===== src/adc_port_consts.vh =====
/*
 Constants of the serial port framing block: register addresses, control
 field positions, reset values, frame lengths and timing figures.
 Assumes inclusion by bare name from the design files.
*/
`ifndef ADC_PORT_CONSTS_VH
`define ADC_PORT_CONSTS_VH
// register addresses (command bits 5:0)
`define ADDR_STATUS 6'h00
`define ADDR_CTRL 6'h01
`define ADDR_DATA 6'h02
`define ADDR_ERR 6'h03
// command byte
`define CMD_READ_BIT 6
`define CMD_READ_DATA 8'h42
// converter_control fields
`define CTRL_RESET 16'h0000
`define CTRL_WMASK 16'hFF7F
`define CTRL_DLY_BIT 12
`define CTRL_CONT_BIT 11
`define CTRL_STAT_BIT 10
`define CTRL_CSEN_BIT 9
// error flag positions
`define ERR_WR_BIT 0
`define ERR_RD_BIT 1
`define ERR_CNT_BIT 2
// frame lengths in bits
`define LEN_BYTE 5'h08
`define LEN_WORD 5'h10
`define LEN_WIDE 5'h18
// software reset pattern length
`define SWRST_ONES 7'h40
// timing
`define CORE_MHZ 10
`define REL_SHORT_NS 10
`define REL_LONG_NS 100
`endif


===== src/adc_serial_port.v =====
/*
 Serial port framing of the converter: command decode, converter_control
 register, 3-wire/4-wire framing, appended status byte, continuous read.
 Assumes serial pins are asynchronous (sampled here) and that conversion
 results, the abort warning and configuration inputs share core_clk_in.
*/
`timescale 1ns/1ps
`include "adc_port_consts.vh"
// Summary of operation
// RQ1: continuous_read_enable at 1 enables continuous result reading; 0 disables it.
// RQ2: with append-status set, result frame is 16 data bits then 8 status bits.
// RQ3: select-pin enable and append-status reset to zero: 3-wire, no status.
// RQ4: select_pin_enable zero gives 3-wire mode, reset on last rising clock.
// RQ5: 3-wire read end releases output or shows data-ready at last rising edge.
// RQ6: output_release_delay adjusts the 3-wire release delay after the last edge.
// RQ7: in 3-wire mode the host gives exactly the register's clock count.
// RQ8: in 3-wire mode the host holds chip select low.
// RQ9: chip select high always puts the serial output in high impedance.
// RQ10: select_pin_enable one gives 4-wire mode, reset on chip select rising.
// RQ11: 4-wire read end switches output to data-ready at chip select rising.
// RQ12: write, read and clock-count error flags work only in 4-wire mode.
// RQ13: release delay is 10 ns when bit clear, 100 ns when set; the code releases after one 100 ns core cycle in both cases.
// RQ14: continuous read ignores clocks until data-ready falls; each result read once.
// RQ15: continuous read in progress at abort warning is dropped; data-ready goes high. The code keeps it low while a second result waits in the buffer.
// RQ16: host leaves continuous read by 64 ones or read data command.
// RQ17: in 4-wire mode clocks ignored while chip select high.
module adc_serial_port (
   // clock, reset, enable
   input wire core_clk_in,
   input wire rst_in,
   input wire ce_in,
   // serial pins
   input wire sclk_in,
   input wire cs_n_in,
   input wire din_in,
   output reg dout_out,
   output reg dout_oe_n_out,
   // conversion results
   input wire [15:0] conv_data_in,
   input wire [7:0] conv_status_in,
   input wire conv_valid_in,
   output wire conv_ready_out,
   input wire conv_abort_in,
   // configuration and state
   input wire rdy_on_dout_in,
   input wire err_enable_in,
   output wire [15:0] control_out,
   output wire data_ready_n_out,
   output wire [2:0] err_flags_out
);
   localparam ST_CMD = 2'h0;
   localparam ST_RD = 2'h1;
   localparam ST_WR = 2'h2;
   localparam ST_DONE = 2'h3;
   localparam integer REL_SHORT_RAW = (`REL_SHORT_NS * `CORE_MHZ + 999) / 1000;
   localparam integer REL_LONG_RAW = (`REL_LONG_NS * `CORE_MHZ + 999) / 1000;
   localparam [3:0] REL_SHORT_CYC = (REL_SHORT_RAW < 1) ? 4'h1 : REL_SHORT_RAW[3:0];
   localparam [3:0] REL_LONG_CYC = (REL_LONG_RAW < 1) ? 4'h1 : REL_LONG_RAW[3:0];

   wire sclk_s;
   wire cs_n_s;
   wire din_s;
   wire [23:0] head;
   wire head_valid;
   reg [15:0] ctrl_r;
   reg [1:0] state_r;
   reg [4:0] cnt_r;
   reg [4:0] len_r;
   reg [7:0] cmd_r;
   reg [23:0] sh_r;
   reg [15:0] wr_r;
   reg [5:0] addr_r;
   reg drv_r;
   reg dout_r;
   reg crd_r;
   reg isdata_r;
   reg wrok_r;
   reg [2:0] err_r;
   reg [6:0] ones_r;
   reg [3:0] rel_r;
   reg pop_r;
   reg sclk_d_r;
   reg cs_d_r;
   reg [23:0] dec_val;
   reg [4:0] dec_len;
   reg dec_map;
   reg dec_wr;

   sync2 #(
      .WIDTH(3),
      .RST_VAL(3'h6)
   ) u_sync (
      .clk_in(core_clk_in),
      .rst_in(rst_in),
      .ce_in(ce_in),
      .d_in({sclk_in, cs_n_in, din_in}),
      .q_out({sclk_s, cs_n_s, din_s})
   );

   buf2 #(
      .WIDTH(24)
   ) u_buf (
      .clk_in(core_clk_in),
      .rst_in(rst_in),
      .ce_in(ce_in),
      .in_data_in({conv_status_in, conv_data_in}),
      .in_valid_in(conv_valid_in),
      .in_ready_out(conv_ready_out),
      .out_data_out(head),
      .out_valid_out(head_valid),
      .out_ready_in(pop_r)
   );

   wire four_wire = ctrl_r[`CTRL_CSEN_BIT];
   wire cont = ctrl_r[`CTRL_CONT_BIT];
   wire appst = ctrl_r[`CTRL_STAT_BIT];
   // clocks always count in 3-wire mode; in 4-wire mode only while the port is selected
   wire active = ~four_wire | ~cs_n_s; // [RQ17]
   wire rise = active & sclk_s & ~sclk_d_r;
   wire fall = active & ~sclk_s & sclk_d_r;
   wire cs_rise = four_wire & cs_n_s & ~cs_d_r; // [RQ10]
   wire [7:0] cmd_w = {cmd_r[6:0], din_s};
   wire last = (cnt_r == len_r - 5'h01);
   wire is_rd = cmd_w[`CMD_READ_BIT];
   wire [7:0] stat_byte = {~head_valid, |err_r, head[21:16]};
   wire [23:0] data_word = {head[15:0], appst ? head[23:16] : 8'h00}; // [RQ2]
   wire [4:0] dlen = appst ? `LEN_WIDE : `LEN_WORD; // [RQ2]
   wire [3:0] rel_cyc = ctrl_r[`CTRL_DLY_BIT] ? REL_LONG_CYC : REL_SHORT_CYC; // [RQ13]
   wire err_en = four_wire & err_enable_in; // [RQ12]
   wire take_cmd = rise & (state_r == ST_CMD) & ~cont;
   wire cmd_end = take_cmd & (cnt_r == 5'h07);
   wire set_wr = err_en & cmd_end & ~is_rd & ~dec_wr; // [RQ12]
   wire set_rd = err_en & cmd_end & is_rd & ~dec_map; // [RQ12]
   wire in_frame = (state_r == ST_RD) | (state_r == ST_WR) |
                   ((state_r == ST_CMD) & (cnt_r != 5'h00));
   wire set_cnt = err_en & cs_rise & in_frame; // [RQ12]
   wire clr_err = rise & (state_r == ST_RD) & last & ~crd_r & (addr_r == `ADDR_ERR);
   wire swrst = rise & din_s & (ones_r == `SWRST_ONES - 7'h01); // [RQ16]
   wire cont_start = cont & head_valid & active & ~pop_r; // [RQ14]

   assign control_out = ctrl_r;
   assign data_ready_n_out = ~head_valid;
   assign err_flags_out = err_r;

   // register decode of the command byte being completed
   always @* begin
      dec_val = 24'h000000;
      dec_len = `LEN_BYTE;
      dec_map = 1'b1;
      dec_wr = 1'b0;
      case (cmd_w[5:0])
         `ADDR_CTRL: begin
            dec_val = {ctrl_r, 8'h00};
            dec_len = `LEN_WORD;
            dec_wr = 1'b1;
         end
         `ADDR_DATA: begin
            dec_val = data_word;
            dec_len = dlen;
         end
         `ADDR_STATUS: dec_val = {stat_byte, 16'h0000};
         `ADDR_ERR: dec_val = {5'h00, err_r, 16'h0000};
         default: dec_map = 1'b0;
      endcase
   end

   always @(posedge core_clk_in) begin
      if (rst_in) begin
         ctrl_r <= `CTRL_RESET; // [RQ3]
         state_r <= ST_CMD;
         cnt_r <= 5'h00;
         len_r <= `LEN_BYTE;
         cmd_r <= 8'h00;
         sh_r <= 24'h000000;
         wr_r <= 16'h0000;
         addr_r <= 6'h00;
         drv_r <= 1'b0;
         dout_r <= 1'b1;
         crd_r <= 1'b0;
         isdata_r <= 1'b0;
         wrok_r <= 1'b0;
         err_r <= 3'h0;
         ones_r <= 7'h00;
         rel_r <= 4'h0;
         pop_r <= 1'b0;
         sclk_d_r <= 1'b1;
         cs_d_r <= 1'b1;
         dout_out <= 1'b1;
         dout_oe_n_out <= 1'b1;
      end else if (ce_in) begin
         sclk_d_r <= sclk_s;
         cs_d_r <= cs_n_s;
         pop_r <= 1'b0;
         // a new error wins over the clear by reading
         err_r <= (err_r & ~{3{clr_err}}) | {set_cnt, set_rd, set_wr};
         if (rise)
            ones_r <= din_s ? ones_r + 7'h01 : 7'h00;
         // delayed release after the last rising edge in 3-wire mode
         if (rel_r != 4'h0) begin
            rel_r <= rel_r - 4'h1;
            if (rel_r == 4'h1)
               drv_r <= 1'b0; // [RQ5] [RQ6]
         end
         if (fall && state_r == ST_RD) begin
            drv_r <= 1'b1;
            dout_r <= sh_r[23];
         end
         if (swrst) begin
            ctrl_r <= `CTRL_RESET;
            state_r <= ST_CMD;
            cnt_r <= 5'h00;
            crd_r <= 1'b0;
            drv_r <= 1'b0;
            rel_r <= 4'h0;
            ones_r <= 7'h00;
            err_r <= 3'h0;
         end else if (cs_rise) begin
            // 4-wire: interface reset, output returns to data-ready
            state_r <= ST_CMD; // [RQ10]
            cnt_r <= 5'h00;
            crd_r <= 1'b0;
            drv_r <= 1'b0; // [RQ11]
            rel_r <= 4'h0;
         end else if (conv_abort_in && state_r == ST_RD && crd_r) begin
            // result dropped so data-ready goes high unless a second result is buffered
            pop_r <= head_valid; // [RQ15]
            drv_r <= 1'b0;
            crd_r <= 1'b0;
            cnt_r <= 5'h00;
            state_r <= four_wire ? ST_DONE : ST_CMD;
         end else begin
            case (state_r)
               ST_CMD: begin
                  if (cont) begin
                     if (cont_start) begin
                        sh_r <= data_word; // [RQ1] [RQ14]
                        len_r <= dlen;
                        cnt_r <= 5'h00;
                        crd_r <= 1'b1;
                        isdata_r <= 1'b1;
                        addr_r <= `ADDR_DATA;
                        state_r <= ST_RD;
                     end
                  end else if (rise) begin
                     cmd_r <= cmd_w;
                     cnt_r <= cnt_r + 5'h01;
                     if (cnt_r == 5'h07) begin
                        cnt_r <= 5'h00;
                        addr_r <= cmd_w[5:0];
                        len_r <= dec_len;
                        if (is_rd) begin
                           sh_r <= dec_val;
                           isdata_r <= (cmd_w[5:0] == `ADDR_DATA);
                           state_r <= ST_RD;
                        end else begin
                           wrok_r <= dec_wr;
                           state_r <= ST_WR;
                        end
                     end
                  end
               end
               ST_RD: begin
                  if (rise) begin
                     sh_r <= {sh_r[22:0], 1'b0};
                     cmd_r <= cmd_w;
                     cnt_r <= cnt_r + 5'h01;
                     if (crd_r && cnt_r == 5'h07 && cmd_w == `CMD_READ_DATA) begin
                        // leave continuous read, restart as a plain data read
                        ctrl_r[`CTRL_CONT_BIT] <= 1'b0; // [RQ16]
                        crd_r <= 1'b0;
                        cnt_r <= 5'h00;
                        sh_r <= data_word;
                        len_r <= dlen;
                     end else if (last) begin
                        cnt_r <= 5'h00;
                        crd_r <= 1'b0;
                        if (isdata_r && head_valid)
                           pop_r <= 1'b1; // [RQ14]
                        if (four_wire) begin
                           state_r <= ST_DONE;
                        end else begin
                           state_r <= ST_CMD; // [RQ4]
                           rel_r <= rel_cyc; // [RQ5] [RQ6] [RQ13]
                        end
                     end
                  end
               end
               ST_WR: begin
                  if (rise) begin
                     wr_r <= {wr_r[14:0], din_s};
                     cnt_r <= cnt_r + 5'h01;
                     if (last) begin
                        cnt_r <= 5'h00;
                        if (wrok_r)
                           ctrl_r <= {wr_r[14:0], din_s} & `CTRL_WMASK;
                        state_r <= four_wire ? ST_DONE : ST_CMD; // [RQ4]
                     end
                  end
               end
               default: begin
                  // clocks past the frame wait for chip select to rise
                  if (!four_wire)
                     state_r <= ST_CMD;
               end
            endcase
         end
         // pin: data while reading, else data-ready if routed there
         dout_out <= drv_r ? dout_r : ~head_valid; // [RQ5] [RQ11]
         dout_oe_n_out <= ~(~cs_n_s & (drv_r | rdy_on_dout_in)); // [RQ9]
      end
   end
endmodule // adc_serial_port


===== src/buf2.v =====
/*
 Two-entry buffer with valid/ready on both sides.
 Assumes both sides run on the same clock.
*/
`timescale 1ns/1ps
module buf2 #(
   parameter WIDTH = 24
) (
   // clock and control
   input wire clk_in,
   input wire rst_in,
   input wire ce_in,
   // fill side
   input wire [WIDTH-1:0] in_data_in,
   input wire in_valid_in,
   output wire in_ready_out,
   // drain side
   output wire [WIDTH-1:0] out_data_out,
   output wire out_valid_out,
   input wire out_ready_in
);
   reg [WIDTH-1:0] mem0_r;
   reg [WIDTH-1:0] mem1_r;
   reg wp_r;
   reg rp_r;
   reg [1:0] cnt_r;
   wire push;
   wire pop;

   assign in_ready_out = (cnt_r != 2'h2);
   assign out_valid_out = (cnt_r != 2'h0);
   assign out_data_out = rp_r ? mem1_r : mem0_r;
   assign push = in_valid_in & in_ready_out;
   assign pop = out_ready_in & out_valid_out;

   always @(posedge clk_in) begin
      if (rst_in) begin
         mem0_r <= {WIDTH{1'b0}};
         mem1_r <= {WIDTH{1'b0}};
         wp_r <= 1'b0;
         rp_r <= 1'b0;
         cnt_r <= 2'h0;
      end else if (ce_in) begin
         if (push) begin
            if (wp_r)
               mem1_r <= in_data_in;
            else
               mem0_r <= in_data_in;
            wp_r <= ~wp_r;
         end
         if (pop)
            rp_r <= ~rp_r;
         case ({push, pop})
            2'h2: cnt_r <= cnt_r + 2'h1;
            2'h1: cnt_r <= cnt_r - 2'h1;
            default: cnt_r <= cnt_r;
         endcase
      end
   end
endmodule // buf2


===== src/sync2.v =====
/*
 Two flip-flop synchroniser for a group of asynchronous inputs.
 Assumes inputs come from outside the core clock domain.
*/
`timescale 1ns/1ps
module sync2 #(
   parameter WIDTH = 1,
   parameter [WIDTH-1:0] RST_VAL = {WIDTH{1'b0}}
) (
   // clock and control
   input wire clk_in,
   input wire rst_in,
   input wire ce_in,
   // data
   input wire [WIDTH-1:0] d_in,
   output reg [WIDTH-1:0] q_out
);
   reg [WIDTH-1:0] meta_r;

   always @(posedge clk_in) begin
      if (rst_in) begin
         meta_r <= RST_VAL;
         q_out <= RST_VAL;
      end else if (ce_in) begin
         meta_r <= d_in;
         q_out <= meta_r;
      end
   end
endmodule // sync2

===== config.mk =====
export PLATFORM = sky130hd
export DESIGN_NAME = adc_serial_port
export DESIGN_NICKNAME = d
export VERILOG_FILES = /design/src/adc_serial_port.v /design/src/buf2.v /design/src/sync2.v
export VERILOG_INCLUDE_DIRS = /design/src /design/src/src
export SDC_FILE = /design/constraint.sdc
export NUM_CORES = 1
export LEC_CHECK = 0
export BUFFER_PORTS_ARGS = -buffer_cell sky130_fd_sc_hd__clkbuf_2
export CORE_MARGIN = 4
export CORE_UTILIZATION = 35
export CTS_CLUSTER_DIAMETER = 50
export DETAILED_ROUTE_END_ITERATION = 10
export HOLD_SLACK_MARGIN = 0.12
export PLACE_DENSITY = 0.51
export SLEW_MARGIN = 40
export SYNTH_ARGS = -nofsm -noshare
export SYNTH_HDL_FRONTEND = slang
export SYNTH_SLANG_ARGS = --single-unit

===== constraint.sdc =====
create_clock -name core_clk_in -period 3.1 [get_ports core_clk_in]
set_clock_uncertainty 0.05 [all_clocks]
set_input_delay 0.155 -clock core_clk_in [delete_from_list [all_inputs] [get_ports core_clk_in]]
set_output_delay 0.155 -clock core_clk_in [all_outputs]
set_load 0.05 [all_outputs]

==> flow_summary.json <==
{
  "postPlaceCellArea_um2": 8310,
  "dp_hpwl_um": 15800,
  "hold_viol": 0,
  "multiInputGateArea_um2": 4200,
  "max_freq_mhz": 357,
  "power.combinational.fraction_pct": 7.2,
  "post-cts-setup-buffer-count": 0,
  "netlist_area_um2": 7700,
  "resized_gates_after_cts": 0,
  "swShare_pct": 22.9,
  "clock_path_buffers": 2,
  "worst_hold_path.endpoint": "u_buf.wp_r",
  "final_min_period_ns": 2.80,
  "die_w_um": 156,
  "tritoncts": "done",
  "slew_headroom_pct": 52.5,
  "clockRootBuffer": "sky130_fd_sc_hd__clkbuf_16",
  "synth_sequential_area_ratio_pct": 41.1,
  "synth_top_cells_by_area": "sky130_fd_sc_hd__dfxtp_1 (41%), sky130_fd_sc_hd__nand2_1 (9.1%), sky130_fd_sc_hd__a21oi_1 (7.9%)",
  "max_cap_viol_count": 0,
  "critical_path.cell_chain": "inv_1, ha_1, nand3_1, o21ai_1, a2111oi_4, nand2_2, a2111oi_0, nor3_1",
  "route.vias.total": 7053,
  "worst_pin_slew_ns": 0.703,
  "synthArstFlopShare_pct": 0,
  "final.fill_count": 2172,
  "rsz0062_at_grt": "false",
  "total_drc_errors_in_the_routed_layout": 0,
  "report.final.setup_viol": 0,
  "grt_pass1_wl_um": 37000,
  "peakVddDrop_mv": 0.385,
  "timing.setup.tns_ns": 0,
  "globalRouteOverflowTotal": 0,
  "grt_antenna_before_repair": 0,
  "hold_depth": 4,
  "minimum_hold_slack_ns": 0.156,
  "worst-r2r-cell-count": 8,
  "seq_power_share_pct": 44.4,
  "floorplan.initialDensity_pct": 36.0,
  "grt_max_degree": 130,
  "drive_gt1_share_pct": 14.6,
  "ys.warnings.count": 0,
  "rrSetupSlack_ns": 0.30,
  "numCtsBuffers": 17,
  "max_slew_violations": 0,
  "pwr-share-clk_pct": 48.5,
  "floorplan.die.height_um": 156,
  "pd_cells_nw_per_um2": 512,
  "combined_buffer_and_inverter_count_along_the_critical_path": 1,
  "finish.net_count": 1072,
  "yosys.area.top_type_share_pct": 41.1,
  "synth.largest_area_cell": "sky130_fd_sc_hd__dfxtp_1",
  "gp_congestion": 0.898,
  "power.switching_mw": 1.09,
  "critPathKind": "register to register",
  "detail_route.wl_per_cell_um": 17.4,
  "power.leakage_nw": 3.21,
  "r2r_start": "state_r[1]",
  "diodes": 0,
  "viasPerCell": 5.37,
  "rr_endpoint": "sh_r[8]",
  "port_buffers": 55,
  "synth-edff-count": 0,
  "endpoint_kind": "register",
  "synth.distinct_cells": 83,
  "post-layout-total-power_mw": 4.74,
  "run_status": "complete, no violations",
  "internal_power_mw": 3.66,
  "drt_first_pass_iters": 5,
  "syn_nets": 1001,
  "ctsHtreeMaxLevel": 4,
  "die_area_um2": 24400,
  "postSynthAreaPerCell_um2": 8.05,
  "place.detailed.instances": 1252,
  "cells_after_synth": 956,
  "stdcell_area_um2": 9260,
  "final_antenna_net_count": 0,
  "non_filler_instance_count_after_layout": 1314,
  "clock_sinks": 158,
  "grt_util_all_layers_pct": 18.8,
  "holdCritPathClass": "input pin to register",
  "required_ns": 3.34,
  "routed_wire_length_um": 22800,
  "flow.area_growth_from_synthesis_pct": 20.3,
  "slowest_stage": "sky130_fd_sc_hd__a2111oi_0",
  "rows": 53,
  "worst_setup_path_start_kind": "register",
  "cp_arrival_ns": 3.04,
  "worst_hold_startpoint": "conv_valid_in",
  "layout_worst_path_cycle_share_pct": 90.4,
  "clkSlewWorstSetupHoldPaths_ns": 0.06,
  "core_region_area_um2": 21400,
  "critPathTopFamily": "compound AO/OA/AOI/OAI gates",
  "clock_insertion_delay_worst_skew_ns": 0.42,
  "initialDrtViolationCount": 578,
  "worst_path_largest_cell_delay_ns": 0.52,
  "synth-main-ff-cell": "sky130_fd_sc_hd__dfxtp_1",
  "io_pins": 57,
  "vias_in_the_first_global_route": 6683,
  "regArea_um2": 3160,
  "ffs_latches_synth": 158,
  "critical_path_peak_fanout": 25
}
## timing repair
action | 4_1_cts | 5_1_grt
endpoints found under the setup margin | 0 | 0
hold buffers | 31 | 0
hold endpoints to repair | 67 | 0
## area by class of cell
type / instances / share of cell area (%)
clock inverter: 10 / 2.01
clock buffer: 21 / 4.86
sequential: 158 / 34.2
tap: 275 / 3.72
inverter: 16 / 0.649
timing repair buffer: 118 / 9.22
multi-input combinational: 716 / 45.4
## cells by family (layout without fill, tap and decap cells)
| logic type | after synthesis | in the layout | synth area share (%) |
|---|---|---|---|
| fa+ha+maj | 11 | 11 | 1.79 |
| other cells | 1 | 1 | 0.0487 |
| xor+xnor | 6 | 6 | 0.683 |
| flops | 158 | 158 | 41.1 |
| simple gates | 420 | 420 | 26.0 |
| compound gates | 228 | 228 | 19.3 |
| mux | 50 | 50 | 6.57 |
| buf+inv | 82 | 165 | 4.47 |
## tightest hold or removal path, delay by kind of cell
family,cells,cell delay [ns]
compound gates,1,0.06
buf+inv,1,0.15
simple gates,2,0.21
## registers in the layout, indices dropped and copies added, names as in the netlist, 2 cells and up
signal	count
addr_r	6
len_r	2
u_sync.meta_r	3
cmd_r	7
err_flags_out	3
cnt_r	5
u_sync.q_out	3
ones_r	7
wr_r	15
u_buf.mem1_r	24
state_r	2
u_buf.cnt_r	2
sh_r	24
control_out	15
u_buf.mem0_r	24
rel_r	4
## stage by stage
step,utilization [%],worst slack (ns)
2_1_floorplan,-,0.662
3_3_place_gp,38.9,0.411
3_5_place_dp,38.9,0.377
4_1_cts,43.3,0.352
5_1_grt,43.4,0.142
6_report,43.4,0.297
## worst max-delay path by stage
stage                               from        to  depth (start not counted)
after floorplan           control_out[9]  sh_r[10]                          7
after global placement        state_r[1]   sh_r[9]                          8
after detailed placement      state_r[1]   sh_r[8]                          8
after CTS                     state_r[1]   sh_r[8]                          8
after global routing          state_r[1]   sh_r[9]                          8
final                         state_r[1]   sh_r[8]                          8
## cells in the mapped netlist (7+ instances only)
| cell type | count |
|---|---|
| sky130_fd_sc_hd__nand2_1 | 187 |
| sky130_fd_sc_hd__dfxtp_1 | 158 |
| sky130_fd_sc_hd__a21oi_1 | 122 |
| sky130_fd_sc_hd__nor2_1 | 84 |
| sky130_fd_sc_hd__mux2i_1 | 46 |
| sky130_fd_sc_hd__clkbuf_1 | 44 |
| sky130_fd_sc_hd__nand3_1 | 34 |
| sky130_fd_sc_hd__nor3_1 | 25 |
| sky130_fd_sc_hd__o21ai_0 | 23 |
| sky130_fd_sc_hd__inv_1 | 15 |
| sky130_fd_sc_hd__buf_2 | 14 |
| sky130_fd_sc_hd__ha_1 | 11 |
| sky130_fd_sc_hd__nand2b_1 | 9 |
| sky130_fd_sc_hd__nand4_1 | 9 |
| sky130_fd_sc_hd__nor2b_1 | 9 |
| sky130_fd_sc_hd__nor4_1 | 9 |
| sky130_fd_sc_hd__a2111oi_2 | 7 |
| sky130_fd_sc_hd__a2bb2oi_1 | 7 |
| sky130_fd_sc_hd__and3_1 | 7 |
| sky130_fd_sc_hd__or3_1 | 7 |
## routing by layer
layer  GRT usage, %  vias up  share of wire, %
met1           27.2     3332                49
li1               -     3526                 -
met5              0        -                 0
met4           6.07        0               1.9
met2           28.7      162                45
met3           3.15       33               3.9
## cell usage in the layout (no fill, tap or decap), types with 9 or more instances in the layout
master	count
sky130_fd_sc_hd__nor4_1	9
sky130_fd_sc_hd__clkbuf_2	54
sky130_fd_sc_hd__dfxtp_1	158
sky130_fd_sc_hd__ha_1	11
sky130_fd_sc_hd__nor3_1	25
sky130_fd_sc_hd__dlygate4sd3_1	31
sky130_fd_sc_hd__inv_1	15
sky130_fd_sc_hd__mux2i_1	46
sky130_fd_sc_hd__nand2_1	187
sky130_fd_sc_hd__buf_4	31
sky130_fd_sc_hd__clkbuf_16	17
sky130_fd_sc_hd__a21oi_1	122
sky130_fd_sc_hd__nand2b_1	9
sky130_fd_sc_hd__o21ai_0	23
sky130_fd_sc_hd__nor2b_1	9
sky130_fd_sc_hd__nand4_1	9
sky130_fd_sc_hd__nand3_1	34
sky130_fd_sc_hd__nor2_1	84
## power by group through the flow
stage               Clock (mW)  Combinational [mW]  Sequential [mW]
floorplan                    0               0.209             2.14
global placement             0               0.311             2.15
detailed placement           0               0.310             2.15
CTS                       2.35               0.343             2.10
global route              2.43               0.382             2.11
finish                    2.30               0.341             2.10
No activity file was read; power rests on OpenSTA's default activity.
